File: config.mk
export PLATFORM = sky130hd
export DESIGN_NAME = rtc_control
export DESIGN_NICKNAME = d
export VERILOG_FILES = /design/src/rtl/rtc_ctrl_pkg.sv /design/src/rtl/wake_if.sv /design/src/rtl/rtc_control.sv /design/src/rtl/wake_timer.sv
export SDC_FILE = /design/constraint.sdc
export NUM_CORES = 1
export LEC_CHECK = 0
export ABC_CLOCK_PERIOD_IN_PS = 2900
export BUFFER_PORTS_ARGS = -buffer_cell sky130_fd_sc_hd__buf_2
export CAP_MARGIN = 20
export CORE_MARGIN = 1
export CORE_UTILIZATION = 54
export CTS_CLUSTER_SIZE = 28
export DETAILED_ROUTE_END_ITERATION = 7
export PLACE_DENSITY = 0.75
export REMOVE_ABC_BUFFERS = 1
export SYNTH_ARGS = -nofsm -noshare
export SYNTH_HDL_FRONTEND = slang
export SYNTH_HIERARCHICAL = 1
export SYNTH_SLANG_ARGS = --single-unit
File: constraint.sdc
create_clock -name ref_clk -period 2.9 [get_ports ref_clk]
set_clock_uncertainty 0.05 [all_clocks]
set_input_delay 0.145 -clock ref_clk [delete_from_list [all_inputs] [get_ports ref_clk]]
set_output_delay 0.145 -clock ref_clk [all_outputs]
set_load 0.03 [all_outputs]
File: src/rtl/rtc_ctrl_pkg.sv
// Register map, field positions, reset values and timing counts of the RTC control block
package rtc_ctrl_pkg;
	// Byte offsets on the register bus
	localparam logic [7:0] OFF_TIME = 8'h00;
	localparam logic [7:0] OFF_CONTROL = 8'h08;
	localparam logic [7:0] OFF_STATUS = 8'h0c;
	localparam logic [7:0] OFF_PRESCALE = 8'h10;
	localparam logic [7:0] OFF_WAKE_RELOAD = 8'h14;
	localparam logic [7:0] OFF_STAMP_TIME = 8'h18;

	// Control register fields
	localparam int CAL_OUT_ENABLE = 23;
	localparam int EVENT_OUT_SEL_LO = 21;
	localparam int EVENT_OUT_POLARITY = 20;
	localparam int CAL_OUT_RATE_SELECT = 19;
	localparam int DST_RECORD = 18;
	localparam int SUBTRACT_HOUR = 17;
	localparam int ADD_HOUR = 16;
	localparam int STAMP_IRQ_ENABLE = 15;
	localparam int WAKE_IRQ_ENABLE = 14;
	localparam int ALARM_B_IRQ_ENABLE = 13;
	localparam int ALARM_A_IRQ_ENABLE = 12;
	localparam int STAMP_ENABLE = 11;
	localparam int WAKE_TIMER_ENABLE = 10;
	localparam int ALARM_B_ENABLE = 9;
	localparam int ALARM_A_ENABLE = 8;
	localparam int HOUR_FORMAT = 6;
	localparam int SHADOW_BYPASS = 5;
	localparam int MAINS_REF_DETECT_ENABLE = 4;
	localparam int STAMP_EDGE_SELECT = 3;
	localparam logic [31:0] CONTROL_RESET = 32'h0000_0000;
	// Bits that store; 31:24, 17, 16 and 7 always read zero
	localparam logic [31:0] CONTROL_STORE_MASK = 32'h00fc_ff7f;

	// Status register fields
	localparam int ST_WAKE_FLAG = 0;
	localparam int ST_STAMP_FLAG = 1;
	localparam int ST_ALARM_A_FLAG = 2;
	localparam int ST_ALARM_B_FLAG = 3;
	localparam int ST_SHADOW_SYNC_FLAG = 4;
	localparam int ST_MAINS_REF_SEEN = 5;

	// Time word fields
	localparam int TIME_SEC_LO = 0;
	localparam int TIME_MIN_LO = 8;
	localparam int TIME_HOUR_LO = 16;
	localparam logic [5:0] LAST_SEC = 6'h3b;
	localparam logic [5:0] LAST_MIN = 6'h3b;
	localparam logic [4:0] LAST_HOUR = 5'h17;

	// Prescaler defaults: 32768 Hz / 128 = 256 Hz, / 256 = 1 Hz
	localparam logic [6:0] ASYNC_PRESCALE_RESET = 7'h7f;
	localparam logic [14:0] SYNC_PRESCALE_RESET = 15'h00ff;
	localparam int PRESCALE_SYNC_LO = 16;

	// Wake timer clock selection codes
	localparam logic [2:0] WAKE_DIV16 = 3'h0;
	localparam logic [2:0] WAKE_DIV8 = 3'h1;
	localparam logic [2:0] WAKE_DIV4 = 3'h2;
	localparam logic [2:0] WAKE_DIV2 = 3'h3;
	localparam int WAKE_CNT_W = 17;
	localparam logic [16:0] WAKE_EXTEND = 17'h10000;

	// Event output source codes
	localparam logic [1:0] OUT_OFF = 2'h0;
	localparam logic [1:0] OUT_ALARM_A = 2'h1;
	localparam logic [1:0] OUT_ALARM_B = 2'h2;
	localparam logic [1:0] OUT_WAKE = 2'h3;
endpackage

File: src/rtl/wake_if.sv
// Signals between the control register and the wakeup timer
`timescale 1ns/1ps
`default_nettype none
interface wake_if;
	logic enable;
	logic [2:0] clock_select;
	logic [15:0] reload_value;
	logic kernel_tick;
	logic one_second_tick;
	logic expire;
	modport timer (input enable, input clock_select, input reload_value, input kernel_tick,
		input one_second_tick, output expire);
	modport ctrl (output enable, output clock_select, output reload_value, output kernel_tick,
		output one_second_tick, input expire);
endinterface
`default_nettype wire

File: src/rtl/rtc_control.sv
// RTC control register with calendar hours, shadow copy, outputs and event flags
//
// Our own choice: the Avalon-MM register port.
`timescale 1ns/1ps
`default_nettype none
module rtc_control (
	input wire logic ref_clk,
	input wire logic nrst,
	input wire logic [7:0] address,
	input wire logic read,
	input wire logic write,
	input wire logic [31:0] writedata,
	input wire logic [3:0] byteenable,
	output logic [31:0] readdata,
	output logic waitrequest,
	input wire logic kernel_tick,
	input wire logic stamp_in,
	input wire logic mains_ref_input,
	input wire logic alarm_a_match,
	input wire logic alarm_b_match,
	output logic cal_output,
	output logic event_out,
	output logic stamp_irq,
	output logic wake_irq,
	output logic alarm_a_irq,
	output logic alarm_b_irq
);
	function automatic logic [31:0] merge(input logic [31:0] old, input logic [31:0] nw,
		input logic [3:0] be);
		logic [31:0] r;
		r = old;
		for (int i = 0; i < 4; i++) begin
			if (be[i]) begin
				r[i*8 +: 8] = nw[i*8 +: 8];
			end
		end
		return r;
	endfunction

	logic ack_q;
	logic [31:0] readdata_q;
	logic [31:0] ctrl_q;
	logic [5:0] sec_q;
	logic [5:0] min_q;
	logic [4:0] hour_q;
	logic [31:0] shadow_q;
	logic [31:0] stamp_time_q;
	logic [6:0] async_pre_q;
	logic [14:0] sync_pre_q;
	logic [6:0] async_cnt_q;
	logic [14:0] sync_cnt_q;
	logic [15:0] wake_reload_q;
	logic phase_q;
	logic stamp_prev_q;
	logic ref_prev_q;
	logic wake_flag_q;
	logic stamp_flag_q;
	logic alarm_a_flag_q;
	logic alarm_b_flag_q;
	logic sync_flag_q;
	logic ref_seen_q;
	logic cal_out_q;
	logic event_out_q;

	wake_if wk ();

	// Bus access: one wait cycle, then the answer
	logic wr_en;
	logic rd_take;
	logic wr_time;
	logic wr_ctrl;
	logic wr_status;
	logic wr_pre;
	logic wr_reload;
	logic [31:0] live_word;
	logic [31:0] wdata_ctrl;
	logic [31:0] wdata_status;
	logic [31:0] wdata_time;
	logic [31:0] wdata_pre;
	logic [31:0] wdata_reload;
	assign waitrequest = (read | write) & ~ack_q;
	assign wr_en = write & ack_q;
	assign rd_take = read & ~ack_q;
	assign wr_time = wr_en & (address == rtc_ctrl_pkg::OFF_TIME);
	assign wr_ctrl = wr_en & (address == rtc_ctrl_pkg::OFF_CONTROL);
	assign wr_status = wr_en & (address == rtc_ctrl_pkg::OFF_STATUS);
	assign wr_pre = wr_en & (address == rtc_ctrl_pkg::OFF_PRESCALE);
	assign wr_reload = wr_en & (address == rtc_ctrl_pkg::OFF_WAKE_RELOAD);
	assign wdata_ctrl = merge(ctrl_q, writedata, byteenable);
	assign wdata_status = merge(32'hffff_ffff, writedata, byteenable);
	assign wdata_time = merge(live_word, writedata, byteenable);
	assign wdata_pre = merge({1'b0, sync_pre_q, 9'h000, async_pre_q}, writedata, byteenable);
	assign wdata_reload = merge({16'h0000, wake_reload_q}, writedata, byteenable);

	// Control fields
	logic [1:0] out_sel;
	logic add_hour;
	logic subtract_hour;
	logic shadow_bypass;
	assign out_sel = ctrl_q[rtc_ctrl_pkg::EVENT_OUT_SEL_LO +: 2];
	assign shadow_bypass = ctrl_q[rtc_ctrl_pkg::SHADOW_BYPASS];
	// One-shot hour adjust straight from the write, never stored
	assign add_hour = wr_ctrl & byteenable[2] & writedata[rtc_ctrl_pkg::ADD_HOUR];
	assign subtract_hour = wr_ctrl & byteenable[2] & writedata[rtc_ctrl_pkg::SUBTRACT_HOUR];

	// Prescaler chain on kernel ticks
	logic async_wrap;
	logic one_second_tick;
	assign async_wrap = kernel_tick & (async_cnt_q == 7'h00);
	assign one_second_tick = async_wrap & (sync_cnt_q == 15'h0000);

	// Calendar next state
	logic [5:0] sec_d;
	logic [5:0] min_d;
	logic [4:0] hour_d;
	logic [4:0] hour_tick;
	logic sec_wrap;
	logic min_wrap;
	assign live_word = {11'h000, hour_q, 2'h0, min_q, 2'h0, sec_q};
	assign sec_wrap = one_second_tick & (sec_q == rtc_ctrl_pkg::LAST_SEC);
	assign min_wrap = sec_wrap & (min_q == rtc_ctrl_pkg::LAST_MIN);
	assign hour_tick = !min_wrap ? hour_q : (hour_q == rtc_ctrl_pkg::LAST_HOUR) ? 5'h00 : hour_q + 5'h01;
	assign sec_d = wr_time ? wdata_time[rtc_ctrl_pkg::TIME_SEC_LO +: 6] :
		!one_second_tick ? sec_q : sec_wrap ? 6'h00 : sec_q + 6'h01;
	assign min_d = wr_time ? wdata_time[rtc_ctrl_pkg::TIME_MIN_LO +: 6] :
		!sec_wrap ? min_q : min_wrap ? 6'h00 : min_q + 6'h01;
	// Hour moves by one from the ticked value; zero hour ignores a subtract
	assign hour_d = wr_time ? wdata_time[rtc_ctrl_pkg::TIME_HOUR_LO +: 5] :
		add_hour ? ((hour_tick == rtc_ctrl_pkg::LAST_HOUR) ? 5'h00 : hour_tick + 5'h01) :
		(subtract_hour && hour_tick != 5'h00) ? hour_tick - 5'h01 : hour_tick;

	// Flag events
	logic stamp_event;
	logic ref_event;
	logic shadow_refresh;
	// Edge choice per stamp_edge_select; only while stamping is enabled
	assign stamp_event = ctrl_q[rtc_ctrl_pkg::STAMP_ENABLE] &
		(ctrl_q[rtc_ctrl_pkg::STAMP_EDGE_SELECT] ? (stamp_prev_q & ~stamp_in) : (~stamp_prev_q & stamp_in));
	// Mains reference edges are watched only when detection is on
	assign ref_event = ctrl_q[rtc_ctrl_pkg::MAINS_REF_DETECT_ENABLE] & ~ref_prev_q & mains_ref_input;
	// Every second kernel tick, unless bypassed
	assign shadow_refresh = kernel_tick & phase_q & ~shadow_bypass;

	// Wakeup timer hookup
	assign wk.enable = ctrl_q[rtc_ctrl_pkg::WAKE_TIMER_ENABLE];
	assign wk.clock_select = ctrl_q[2:0];
	assign wk.reload_value = wake_reload_q;
	assign wk.kernel_tick = kernel_tick;
	assign wk.one_second_tick = one_second_tick;

	wake_timer u_wake (
		.ref_clk(ref_clk),
		.nrst(nrst),
		.wk(wk)
	);

	// Interrupt requests gated by their enables
	assign stamp_irq = stamp_flag_q & ctrl_q[rtc_ctrl_pkg::STAMP_IRQ_ENABLE];
	assign wake_irq = wake_flag_q & ctrl_q[rtc_ctrl_pkg::WAKE_IRQ_ENABLE];
	assign alarm_a_irq = alarm_a_flag_q & ctrl_q[rtc_ctrl_pkg::ALARM_A_IRQ_ENABLE];
	assign alarm_b_irq = alarm_b_flag_q & ctrl_q[rtc_ctrl_pkg::ALARM_B_IRQ_ENABLE];

	// Output selection and polarity
	logic event_trig;
	logic cal_wave;
	// Off selects nothing, so the pin rests at the inactive level
	assign event_trig = (out_sel == rtc_ctrl_pkg::OUT_ALARM_A) ? alarm_a_flag_q :
		(out_sel == rtc_ctrl_pkg::OUT_ALARM_B) ? alarm_b_flag_q :
		(out_sel == rtc_ctrl_pkg::OUT_WAKE) ? wake_flag_q : 1'b0;
	// Square wave: high over the upper half of the chosen prescaler period
	assign cal_wave = ctrl_q[rtc_ctrl_pkg::CAL_OUT_RATE_SELECT] ?
		(sync_cnt_q > (sync_pre_q >> 1)) : (async_cnt_q > (async_pre_q >> 1));
	assign cal_output = cal_out_q;
	assign event_out = event_out_q;

	// Read multiplexer; bypass picks the live counters
	logic [31:0] rd_mux;
	logic [31:0] status_word;
	assign status_word = {26'h0000000, ref_seen_q, sync_flag_q, alarm_b_flag_q, alarm_a_flag_q,
		stamp_flag_q, wake_flag_q};
	assign rd_mux = (address == rtc_ctrl_pkg::OFF_TIME) ? (shadow_bypass ? live_word : shadow_q) :
		(address == rtc_ctrl_pkg::OFF_CONTROL) ? ctrl_q :
		(address == rtc_ctrl_pkg::OFF_STATUS) ? status_word :
		(address == rtc_ctrl_pkg::OFF_PRESCALE) ? {1'b0, sync_pre_q, 9'h000, async_pre_q} :
		(address == rtc_ctrl_pkg::OFF_WAKE_RELOAD) ? {16'h0000, wake_reload_q} :
		(address == rtc_ctrl_pkg::OFF_STAMP_TIME) ? stamp_time_q : 32'h0000_0000;
	assign readdata = readdata_q;

	always_ff @(posedge ref_clk or negedge nrst) begin
		if (!nrst) begin
			ack_q <= 1'b0;
			readdata_q <= 32'h0000_0000;
		end else begin
			ack_q <= (read | write) & ~ack_q;
			if (rd_take) begin
				readdata_q <= rd_mux;
			end
		end
	end

	// Only storing bits keep a value; reserved and one-shot bits read zero
	always_ff @(posedge ref_clk or negedge nrst) begin
		if (!nrst) begin
			ctrl_q <= rtc_ctrl_pkg::CONTROL_RESET;
		end else if (wr_ctrl) begin
			ctrl_q <= wdata_ctrl & rtc_ctrl_pkg::CONTROL_STORE_MASK;
		end
	end

	always_ff @(posedge ref_clk or negedge nrst) begin
		if (!nrst) begin
			async_pre_q <= rtc_ctrl_pkg::ASYNC_PRESCALE_RESET;
			sync_pre_q <= rtc_ctrl_pkg::SYNC_PRESCALE_RESET;
			wake_reload_q <= 16'h0000;
		end else begin
			if (wr_pre) begin
				async_pre_q <= wdata_pre[6:0];
				sync_pre_q <= wdata_pre[rtc_ctrl_pkg::PRESCALE_SYNC_LO +: 15];
			end
			if (wr_reload) begin
				wake_reload_q <= wdata_reload[15:0];
			end
		end
	end

	always_ff @(posedge ref_clk or negedge nrst) begin
		if (!nrst) begin
			async_cnt_q <= rtc_ctrl_pkg::ASYNC_PRESCALE_RESET;
			sync_cnt_q <= rtc_ctrl_pkg::SYNC_PRESCALE_RESET;
			phase_q <= 1'b0;
		end else if (kernel_tick) begin
			async_cnt_q <= async_wrap ? async_pre_q : async_cnt_q - 7'h01;
			phase_q <= ~phase_q;
			if (async_wrap) begin
				sync_cnt_q <= (sync_cnt_q == 15'h0000) ? sync_pre_q : sync_cnt_q - 15'h0001;
			end
		end
	end

	always_ff @(posedge ref_clk or negedge nrst) begin
		if (!nrst) begin
			sec_q <= 6'h00;
			min_q <= 6'h00;
			hour_q <= 5'h00;
			shadow_q <= 32'h0000_0000;
			stamp_time_q <= 32'h0000_0000;
		end else begin
			sec_q <= sec_d;
			min_q <= min_d;
			hour_q <= hour_d;
			if (shadow_refresh) begin
				shadow_q <= live_word;
			end
			if (stamp_event) begin
				stamp_time_q <= live_word;
			end
		end
	end

	// Sticky flags: a set in the same cycle as a software clear wins
	always_ff @(posedge ref_clk or negedge nrst) begin
		if (!nrst) begin
			wake_flag_q <= 1'b0;
			stamp_flag_q <= 1'b0;
			alarm_a_flag_q <= 1'b0;
			alarm_b_flag_q <= 1'b0;
			sync_flag_q <= 1'b0;
			ref_seen_q <= 1'b0;
		end else begin
			wake_flag_q <= wk.expire | (wake_flag_q & ~(wr_status & ~wdata_status[rtc_ctrl_pkg::ST_WAKE_FLAG]));
			stamp_flag_q <= stamp_event | (stamp_flag_q & ~(wr_status & ~wdata_status[rtc_ctrl_pkg::ST_STAMP_FLAG]));
			alarm_a_flag_q <= (alarm_a_match & ctrl_q[rtc_ctrl_pkg::ALARM_A_ENABLE]) |
				(alarm_a_flag_q & ~(wr_status & ~wdata_status[rtc_ctrl_pkg::ST_ALARM_A_FLAG]));
			alarm_b_flag_q <= (alarm_b_match & ctrl_q[rtc_ctrl_pkg::ALARM_B_ENABLE]) |
				(alarm_b_flag_q & ~(wr_status & ~wdata_status[rtc_ctrl_pkg::ST_ALARM_B_FLAG]));
			// Bypass holds the sync flag low
			sync_flag_q <= ~shadow_bypass & (shadow_refresh |
				(sync_flag_q & ~(wr_status & ~wdata_status[rtc_ctrl_pkg::ST_SHADOW_SYNC_FLAG])));
			ref_seen_q <= ref_event | (ref_seen_q & ~(wr_status & ~wdata_status[rtc_ctrl_pkg::ST_MAINS_REF_SEEN]));
		end
	end

	always_ff @(posedge ref_clk or negedge nrst) begin
		if (!nrst) begin
			stamp_prev_q <= 1'b0;
			ref_prev_q <= 1'b0;
			cal_out_q <= 1'b0;
			event_out_q <= 1'b0;
		end else begin
			stamp_prev_q <= stamp_in;
			ref_prev_q <= mains_ref_input;
			cal_out_q <= ctrl_q[rtc_ctrl_pkg::CAL_OUT_ENABLE] & cal_wave;
			event_out_q <= event_trig ^ ctrl_q[rtc_ctrl_pkg::EVENT_OUT_POLARITY];
		end
	end
endmodule
`default_nettype wire

File: src/rtl/wake_timer.sv
// Wakeup auto-reload down counter with selectable clock
`timescale 1ns/1ps
`default_nettype none
module wake_timer (
	input wire logic ref_clk,
	input wire logic nrst,
	wake_if.timer wk
);
	logic [3:0] div_q;
	logic [rtc_ctrl_pkg::WAKE_CNT_W-1:0] cnt_q;
	logic expire_q;
	logic div_tick;
	logic step;
	logic [rtc_ctrl_pkg::WAKE_CNT_W-1:0] reload_full;

	// Kernel divided by 16, 8, 4 or 2: tick on the last kernel tick of each group
	assign div_tick = wk.kernel_tick & (
		(wk.clock_select == rtc_ctrl_pkg::WAKE_DIV16) ? (div_q == 4'hf) :
		(wk.clock_select == rtc_ctrl_pkg::WAKE_DIV8) ? (div_q[2:0] == 3'h7) :
		(wk.clock_select == rtc_ctrl_pkg::WAKE_DIV4) ? (div_q[1:0] == 2'h3) : div_q[0]);
	// Codes 1xx run from the one-second tick
	assign step = wk.clock_select[2] ? wk.one_second_tick : div_tick;
	// Codes 11x extend the reload by two to the sixteenth
	assign reload_full = {1'b0, wk.reload_value} + (wk.clock_select[2:1] == 2'h3 ?
		rtc_ctrl_pkg::WAKE_EXTEND : 17'h00000);
	assign wk.expire = expire_q;

	always_ff @(posedge ref_clk or negedge nrst) begin
		if (!nrst) begin
			div_q <= 4'h0;
		end else if (wk.kernel_tick) begin
			div_q <= div_q + 4'h1;
		end
	end

	// Disabled timer holds its reload and stays silent
	always_ff @(posedge ref_clk or negedge nrst) begin
		if (!nrst) begin
			cnt_q <= 17'h00000;
			expire_q <= 1'b0;
		end else if (!wk.enable) begin
			cnt_q <= reload_full;
			expire_q <= 1'b0;
		end else if (step) begin
			expire_q <= (cnt_q == 17'h00000);
			cnt_q <= (cnt_q == 17'h00000) ? reload_full : cnt_q - 17'h00001;
		end else begin
			expire_q <= 1'b0;
		end
	end
endmodule
`default_nettype wire

==> results of run 1 <==
==> through the flow <==
stage	setup TNS [ps]	util (%)
after floorplan	-11230	-
after global placement	0	60.9
after detailed placement	0	60.9
after CTS	0	65.9
after global routing	0	66.0
final	0	66.0
==> flip-flops by register name, summed over array words and instances (netlist names), 15 cells and up <==
name / count
ctrl_q: 21
readdata: 31
shadow_q: 17
stamp_time_q: 17
sync_cnt_q: 15
sync_pre_q: 15
u_wake/cnt_q: 17
wake_reload_q: 16
==> cells in the final DEF, fill, tap and decap left out, types with 36 or more instances in the layout <==
master           n
dlygate4sd3_1   36
a21oi_1         65
nor2_1          58
buf_4           45
o21ai_0         91
nand2_1        116
buf_2           88
mux2_2          96
dfrtp_1        167
inv_1           39
==> worst max-delay path: cells and delay by family, from the launching register on <==
family / cells / cell delay, ps
DFF: 1 / 370
and+or+nand+nor: 4 / 1300
muxes: 1 / 340
buffers and inverters: 2 / 230
adders and majority gates: 1 / 190
AOI/OAI and AO/OA: 1 / 120
==> power by group through the flow <==
stage	Combinational [mW]	Clock (mW)	Sequential [mW]
floorplan	0.919	0	3.21
global placement	1.36	0	3.27
detailed placement	1.41	0	3.28
CTS	1.46	2.44	3.23
global route	1.65	2.56	3.27
finish	1.48	2.42	3.24
==> metal layers <==
metal,wire length [um],vias to the layer above
met5,0,-
li1,-,4151
met4,582,0
met2,13800,330
met3,1610,50
met1,12700,4472
==> path summary, 6_finish.rpt <==
path                                             from                         end  slack (ps)
setup / recovery           async_cnt_q[1]$_DFFE_PN1P_        min_q[0]$_DFFE_PN0P_         170
hold / removal                           writedata[0]        sec_q[0]$_DFFE_PN0P_          20
setup reg to reg           async_cnt_q[1]$_DFFE_PN1P_        min_q[0]$_DFFE_PN0P_         170
hold reg to reg                   phase_q$_DFFE_PN0P_         phase_q$_DFFE_PN0P_         420
max in group asynchronous                        nrst  async_pre_q[1]$_DFFE_PN1P_        1620
min in group asynchronous                        nrst    readdata[29]$_DFFE_PN0P_         310
==> kinds of logic after synthesis <==
group	Yosys count	synth area share (%)
buffers and inverters	93	3.75
multiplexers	116	12.3
other	1	0.0352
adder cells (fa/ha/maj)	30	3.53
AND/OR/NAND/NOR	317	15.8
XOR/XNOR	7	0.576
flip-flops	197	46.7
AO/OA/AOI/OAI	296	17.3
==> layout make-up <==
class                   instances  area (um2)
inverters                      39         146
fillers                      1533        6470
repair buffers                173        1210
flip-flops and latches        197        4970
clock inverters                10         123
diodes                          1        2.50
multi-input cells             767        5300
clock buffers                  22         474
well taps                     260         325
==> repair_timing <==
action                                  4_1_cts  5_1_grt
endpoints found under the hold margin       127        0
buffers inserted                              0        0
endpoints found under the setup margin        0       12
gates resized for setup                       0        3
hold buffers                                 36        0
==> metrics.md, run 1 <==
| Metric | Value |
|---|---|
| Cells on worst reg2reg path | `9` |
| Full die area | `slightly above 20,000 um2` |
| Detailed Route WL | `28.7 mm` |
| Register area share after synthesis | `between 40% and 50%` |
| Final setup vio count | `0` |
| Largest net degree at the start of global routing | `94` |
| Worst Tran Pin Value | `slightly above 1000 ps` |
| MaxCap Viol Count | `0` |
| Non-filler cells, final | `approximately 1,500` |
| Overall power | `about 7 mW` |
| Peak Freq | `~0.37 GHz` |
| DRC viols | `0` |
| Min-Delay Path Depth | `3` |
| Worst path most repeated cell | `or4_4` |
| Flip-flop and latch count after synthesis | `197` |
| Crit path capture type | `flop` |
| Setup crit start kind | `flop` |
| Design Area, Final | `12,600 um2` |
| Pre-Repair DR Iteration Count | `5` |
| Gr usage total | `29.8%` |
| Arrival @ worst endpoint | `~3000 ps` |
| Net Sw Frac | `between 30% and 40%` |
| Clock root buffer | `clkbuf_16` |
| Critical setup path kind | `flop to flop` |
| Avg Cell Area, Syn | `around 10 um2` |
| Crit path cell chain | `inv_1 > ha_1 > nand4bb_4 > or4_4 > buf_12 > or4_4 > nor2_1 > a21oi_2 > mux2_1` |
| GR Util met1 | `around two fifths` |
| Placed insts | `~1,400` |
| Internal cell power | `4.98 mW` |
| CTS Buf Count | `17` |
| Iter 0 DRT Violations | `roughly 740` |
| CP max stage cell | `or4_4` |
| P&R area growth vs syn | `18.0%` |
| I/O pins | `92` |
| Crit share post-route | `a little over nine tenths` |
| Hold Slack | `between 15 and 20 ps` |
| Clk pin slew, worst setup/hold paths | `about 70 ps` |
| CTS tree | `built` |
| Vias | `between 9,000 and 10,000` |
| Worst path required time | `between 3000 and 4000 ps` |
| Synth warn | `6` |
| M3 GR Usage | `about 4.8%` |
| Port buffer count | `89` |
| Die width | `142 um` |
| Status | `completed` |
| Most common cell in the netlist | `dfrtp_1` |
| Min-delay worst type | `primary input to flop` |
| WL/cell | `approximately 20 um` |
| Vias in the first global route | `8,941` |
| Clock sinks | `about 200` |
| Htree depth | `4` |
| Critical Path Fanout Max | `11` |
| Hold Vio Cnt, Final | `0` |
| Worst setup margin | `roughly 170 ps` |
| Gpl congestion | `a little under 0.9` |
| Gr ovfl total | `0` |
| Starting density of the core | `approximately 56%` |
| Site row count | `50` |
| Comb pwr share | `between 20% and 30%` |
| Post-synth top area share | `between 30 and 40%` |
| Core Area | `roughly 19,000 um2` |
| Fraction of layout cells with a size suffix above 1 | `a little over a quarter` |
| Max Slew Vio Count | `0` |
| Clock share of power | `33.9%` |
| Vias per std cell | `6.13` |
| GR Util met2 | `48.6%` |
| Clock Path Buffers | `2` |
| Post-Place Setup Slack | `just under 90 ps` |
| CP max stage delay | `roughly 570 ps` |
| Nets | `~1,300` |
| Slew HR | `~31%` |
| Worst-skew pair later-pin latency | `around 430 ps` |
| PwrDens | `between 500 and 600 nW/um2` |
| Gate Count Post-Synth | `1,057` |
| Post-Syn Area | `10,600 um2` |
| Hpwl dp | `19.7 mm` |
| Most Crowded Layer GR | `met2` |
| Die H | `about 140 um` |
| Commonest cells in the netlist | `167 x dfrtp_1, 116 x nand2_1, 96 x mux2_2` |
| Post-placement cell area | `roughly 12,000 um2` |
| Synth area leaders | `dfrtp_1 39%, mux2_2 10%, dfstp_2 7.4%` |
| Global-route wire length before repair | `approximately 47 mm` |
| Largest area contributor in the netlist | `dfrtp_1` |
| RSZ-0062 raised after global routing | `no` |
| VDD IR max | `between 0.3 and 0.4 mV` |
| Commonest register cell after synthesis | `dfrtp_1` |
| Sequential Power Share | `around 45%` |
| Number of flops mapped to enable cells by yosys | `0` |
| Final ANT Viol Nets | `0` |
| Initial antenna violation count | `1` |
| Psw | `about 2.2 mW` |
| Unique masters post-synth | `slightly above 80` |
| Leak | `~5.8 nW` |
| Fin crit period | `2730 ps` |
| Ys async rst share | `100%` |
Power figures use the tool's default switching activity.
==> inputs of run 2 (changes only) <==
--- a/config.mk
+++ b/config.mk
@@ -6,7 +6,7 @@
 export NUM_CORES = 1
 export LEC_CHECK = 0
 export ABC_CLOCK_PERIOD_IN_PS = 2900
-export BUFFER_PORTS_ARGS = -buffer_cell sky130_fd_sc_hd__buf_2
+export BUFFER_PORTS_ARGS = -buffer_cell sky130_fd_sc_hd__buf_4
 export CAP_MARGIN = 20
 export CORE_MARGIN = 1
 export CORE_UTILIZATION = 54
==> run 2 against run 1 <==
Against the previous run:
- sequential cell count stayed put
- wire length is 1.3% lower
- critical path type unchanged
- utilization is 0.94 points higher
- critical endpoint is now hour_q[3]$_DFFE_PN0P_
==> metrics.md, run 2 (synthesis results as in run 1) <==
| Metric | Value |
|---|---|
| Status | `completed` |
| PwrDens | `548 nW/um2` |
| Crit path from | `sec_q[0]$_DFFE_PN0P_` |
| Gr usage total | `29.7%` |
| Design Area, Final | `approximately 13,000 um2` |
| Worst path required time | `3160 ps` |
| Setup TNS | `0 ps` |
| Initial antenna violation count | `0` |
| Detailed Route WL | `28.3 mm` |
| Critical path endpoint | `hour_q[3]$_DFFE_PN0P_` |
| WL/cell | `between 15 and 20 um` |
| I/O pins | `between 90 and 100` |
| Fraction of layout cells with a size suffix above 1 | `a little over a quarter` |
| Critical Path Fanout Max | `7` |
| GR Util met1 | `between 30% and 40%` |
| Commonest non-fill, non-tap cell in the layout | `dfrtp_1` |
| Crit path cell chain | `ha_1 > nand3b_1 > or4_4 > nor4_4 > mux2_4 > mux2_2 > o22ai_1 > a31oi_1` |
| Worst path bufs/invs | `0` |
| DRC viols | `0` |
| Clock root buffer | `clkbuf_16` |
| Htree depth | `4` |
| RSZ-0062 raised after global routing | `no` |
| MaxCap Viol Count | `0` |
| VDD IR max | `0.373 mV` |
| Hpwl dp | `19.8 mm` |
| Nets | `about 1,300` |
| Post-placement cell area | `about 12,000 um2` |
| Vias in the first global route | `about 8,600` |
| Iter 0 DRT Violations | `around 750` |
| Crit share post-route | `a little over nine tenths` |
| Core Area | `~19,000 um2` |
| Largest register FFs | `31` |
| Fin crit period | `around 2700 ps` |
| Worst Tran Pin Value | `approximately 990 ps` |
| GR Util met2 | `around half` |
| Final ANT Viol Nets | `0` |
| Setup bufs post-CTS | `0` |
| CTS Buf Count | `17` |
| Arrival @ worst endpoint | `between 2000 and 3000 ps` |
| Peak Freq | `approximately 0.37 GHz` |
| Levels on crit path | `8` |
| Overall power | `6.98 mW` |
| Die width | `roughly 140 um` |
| Vias per std cell | `between 6 and 7` |
| Slew HR | `33.9%` |
| Most Crowded Layer GR | `met2` |
| Hold Vio Cnt, Final | `0` |
| Final Util | `between 60% and 70%` |
| CTS tree | `built` |
| P&R area growth vs syn | `19.7%` |
| Setup crit start kind | `flop` |
| Clk pin slew, worst setup/hold paths | `~70 ps` |
| Final setup vio count | `0` |
| Starting density of the core | `a little under three fifths` |
| CP max stage delay | `roughly 630 ps` |
| Clock sinks | `roughly 200` |
| Crit path capture type | `flop` |
| Max Slew Vio Count | `0` |
| Gpl congestion | `just over 0.9` |
| Global-route wire length before repair | `approximately 46 mm` |
| Gr ovfl total | `0` |
| Post-Place Setup Slack | `~92 ps` |
| Reg2reg setup slack | `~180 ps` |
| Hold Slack | `17.4 ps` |
| Commonest cells after routing, fill and taps aside | `167 x dfrtp_1, 132 x buf_4, 116 x nand2_1` |
| Worst setup margin | `between 150 and 200 ps` |
| R2r endpoint | `hour_q[3]$_DFFE_PN0P_` |
| Leak | `~6 nW` |
| Port buffer count | `approximately 90` |
| Critical setup path kind | `flop to flop` |
| Vias | `about 9,000` |
| Clock Path Buffers | `2` |
| Non-filler cells, final | `around 1,500` |
| Largest delay contributor family on the critical path | `simple AND/OR/NAND/NOR gates` |
| Pre-Repair DR Iteration Count | `7` |
| # diodes | `0` |
| Filler cells | `around 1,500` |
| Site row count | `50` |
| M3 GR Usage | `~6.6%` |
| Worst-skew pair later-pin latency | `430 ps` |
| Full die area | `between 20,000 and 25,000 um2` |
| Worst r2r src | `sec_q[0]$_DFFE_PN0P_` |
| Placed insts | `approximately 1,400` |
| CP max stage cell | `or4_4` |
| Largest net degree at the start of global routing | `just under 90` |
| Die H | `around 140 um` |
| Cells on worst reg2reg path | `8` |
| Min-delay worst type | `primary input to flop` |
[run 2: layer usage]
metal / up-vias / share of wire [%]
met4: 0 / 1.6
met2: 337 / 49
met1: 4390 / 43
met5: - / 0
met3: 36 / 6.9
li1: 4146 / -
[run 2: power by group]
part	switching [mW]	internal [mW]	leakage, nW
clock network	1.10	1.16	0.262
registers	0.243	2.99	2.62
logic	0.823	0.654	2.96
total	2.16	4.81	5.84
[run 2: repair_timing]
| item | CTS | global route |
|---|---|---|
| hold buffers | 39 | 0 |
| resized for setup | 0 | 3 |
| endpoints found under the hold margin | 151 | 0 |
| endpoints found under the setup margin | 0 | 11 |
[run 2: cell type report]
class                           instances  area [um2]  area share (%)
Sequential cell                       197        4970            39.0
Inverter                               39         146            1.15
Clock buffer                           21         460            3.62
Multi-Input combinational cell        767        5300            41.6
Tap cell                              260         325            2.56
Clock inverter                         11        95.1           0.747
Timing Repair Buffer                  174        1440            11.3
[run 2: worst min-delay path by stage]
stage | start | to | slack (ps) | cells past startpoint
final | byteenable[0] | sec_q[5]$_DFFE_PN0P_ | 20 | 3
after detailed placement | nrst | readdata[28]$_DFFE_PN0P_ | 210 | 1
after CTS | byteenable[0] | sec_q[5]$_DFFE_PN0P_ | 0.5 | 3
after global placement | nrst | readdata[29]$_DFFE_PN0P_ | 210 | 1
after global routing | byteenable[2] | hour_q[0]$_DFFE_PN0P_ | 20 | 3
after floorplan | nrst | ack_q$_DFF_PN0_ | -200 | 0
[run 2: worst reg2reg max path: stages, from the launching register on]
cell and delay (ps):
dfrtp_1 470, ha_1 230, nand3b_1 160, or4_4 630
nor4_4 260, mux2_4 350, mux2_2 260, o22ai_1 120
a31oi_1 60
==> inputs of run 3 (changes only) <==
--- a/config.mk
+++ b/config.mk
@@ -13,6 +13,7 @@
 export CTS_CLUSTER_SIZE = 28
 export DETAILED_ROUTE_END_ITERATION = 7
 export PLACE_DENSITY = 0.75
+export RECOVER_POWER = 50
 export REMOVE_ABC_BUFFERS = 1
 export SYNTH_ARGS = -nofsm -noshare
 export SYNTH_HDL_FRONTEND = slang
==> run 3 against run 2 <==
Against the previous run:
- maximum frequency up 0.37%
- the run now ends with max-capacitance violations, max-slew violations left
- sequential cell count unchanged
- non-clock buffer count unchanged
- critical path type unchanged
- sequential power about the same
- setup slack better by 10 ps
- wire length about the same
- critical path depth unchanged
- worst hold slack about the same
- final area down 1.2%
- highest routed layer unchanged
- die area unchanged
- register-to-register slack about the same
- clock power about the same
==> metrics.md, run 3 (synthesis results as in run 1) <==
| Metric | Value |
|---|---|
| Status | `complete, but fails checks` |
| Failing checks | `max-capacitance violations, max-slew violations` |
| Hold Vio Cnt, Final | `0` |
| # diodes | `0` |
| Critical Path Fanout Max | `7` |
| Worst path required time | `3160 ps` |
| Iter 0 DRT Violations | `about 750` |
| Initial antenna violation count | `0` |
| Placed insts | `1,398` |
| Hold path start | `byteenable[0]` |
| Port buffer count | `89` |
| Gr usage total | `between 20% and 30%` |
| DRC viols | `0` |
| RSZ-0062 raised after global routing | `no` |
| Detailed Route WL | `about 28 mm` |
| Filler cells | `1,567` |
| Max Slew Vio Count | `a little under 90` |
| Largest register FFs | `31` |
| Worst r2r src | `sec_q[0]$_DFFE_PN0P_` |
| Worst-skew pair later-pin latency | `about 430 ps` |
| Final setup vio count | `0` |
| Fin crit period | `around 2700 ps` |
| Reg2reg setup slack | `190 ps` |
| R2r endpoint | `hour_q[3]$_DFFE_PN0P_` |
| Setup crit start kind | `flop` |
| Largest net degree at the start of global routing | `approximately 90` |
| Setup TNS | `0 ps` |
| Htree depth | `4` |
| Die width | `around 140 um` |
| Global-route wire length before repair | `45.9 mm` |
| CTS Buf Count | `17` |
| Core Area | `19,000 um2` |
| Commonest non-fill, non-tap cell in the layout | `dfrtp_1` |
| Full die area | `20,300 um2` |
| Hold Slack | `approximately 17 ps` |
| VDD IR max | `~0.37 mV` |
| Vias in the first global route | `approximately 8,600` |
| Gpl congestion | `between 0.9 and 1` |
| Hold-critical path endpoint | `sec_q[5]$_DFFE_PN0P_` |
| Crit path capture type | `flop` |
| Slew HR | `-43.3%` |
| I/O pins | `92` |
| Clk pin slew, worst setup/hold paths | `70 ps` |
| Worst setup margin | `roughly 190 ps` |
| Pre-Repair DR Iteration Count | `7` |
| Arrival @ worst endpoint | `roughly 3000 ps` |
| MaxCap Viol Count | `1` |
| Fraction of layout cells with a size suffix above 1 | `a little under a quarter` |
| Worst Tran Pin Value | `roughly 2100 ps` |
| Final ANT Viol Nets | `0` |
| Critical setup path kind | `flop to flop` |
| Min-delay worst type | `primary input to flop` |
| Starting density of the core | `roughly 56%` |
| CTS tree | `built` |
| Hpwl dp | `19.8 mm` |
| Die H | `~140 um` |
| Vias per std cell | `6.05` |
| Min-Delay Path Depth | `3` |
| Gr ovfl total | `0` |
| Cells on worst reg2reg path | `8` |
| WL/cell | `19.3 um` |
| Clock root buffer | `clkbuf_16` |
| Vias | `~8,900` |
| Commonest cells after routing, fill and taps aside | `167 x dfrtp_1, 116 x nand2_1, 96 x mux2_2, 96 x buf_4, 91 x o21ai_0` |
| P&R area growth vs syn | `18.2%` |
| Peak Freq | `roughly 0.37 GHz` |
| PwrDens | `approximately 550 nW/um2` |
| Site row count | `50` |
| Clock Path Buffers | `2` |
| Clock sinks | `slightly below 200` |
| Non-filler cells, final | `1,469` |
| Leak | `5.68 nW` |
| Post-Place Setup Slack | `91.7 ps` |
| Crit share post-route | `slightly above 90%` |
| Nets | `roughly 1,300` |
[run 3: routing by layer]
metal,GRT usage (%),up-vias,share of wire [%]
met2,48.3,326,48
met3,6.56,43,6.7
met1,39.9,4368,43
met4,8.32,0,1.8
li1,-,4146,-
met5,0,-,0
[run 3: worst max path at each step]
stage | startpoint | end | slack [ps] | cells past startpoint
floorplan | async_cnt_q[0]$_DFFE_PN1P_ | u_wake/cnt_q[14]$_DFFE_PN0P_ | -770 | 10
global placement | async_cnt_q[1]$_DFFE_PN1P_ | hour_q[3]$_DFFE_PN0P_ | 100 | 10
detailed placement | async_cnt_q[1]$_DFFE_PN1P_ | hour_q[3]$_DFFE_PN0P_ | 90 | 10
CTS | async_cnt_q[0]$_DFFE_PN1P_ | hour_q[3]$_DFFE_PN0P_ | 70 | 10
global route | nrst | shadow_q[11]$_DFFE_PN0P_ | 50 | 3
finish | sec_q[0]$_DFFE_PN0P_ | hour_q[3]$_DFFE_PN0P_ | 190 | 8
[run 3: final cells by class]
class                   instances  area (um2)  area share (%)
clock buffers                  21         460            3.66
clock inverters                11        95.1           0.756
flip-flops and latches        197        4970            39.5
well taps                     260         325            2.59
inverters                      39         146            1.16
repair buffers                174        1280            10.2
multi-input cells             767        5300            42.2
[run 3: worst max-delay path: stages (launching register included)]
cell      delay [ps]
dfrtp_1          470
ha_1             230
nand3b_1         160
or4_4            630
nor4_4           250
mux2_4           350
mux2_2           270
o22ai_1          120
a31oi_1           60
[run 3: power by group]
part | total, mW | switching (mW) | internal, mW | leakage (nW)
Combinational | 1.47 | 0.827 | 0.648 | 2.80
Clock | 2.26 | 1.10 | 1.16 | 0.262
Sequential | 3.24 | 0.242 | 2.99 | 2.62
Total | 6.97 | 2.17 | 4.81 | 5.68
[run 3: timing repair]
action | in CTS | in global routing
endpoints found under the hold margin | 151 | 0
resized for setup | 0 | 3
buffers inserted | 0 | 0
hold buffers | 39 | 0
endpoints found under the setup margin | 0 | 11
[run 3: stage by stage]
step / instance area [um2] / utilization [%] / total power, mW
6_report: 12600 / 66.1 / 6.97
4_1_cts: 12700 / 66.9 / 6.99
5_1_grt: 12600 / 66.1 / 7.34
3_3_place_gp: 11800 / 61.9 / 4.65
2_1_floorplan: 10400 / - / 4.13
3_5_place_dp: 11800 / 61.9 / 4.69
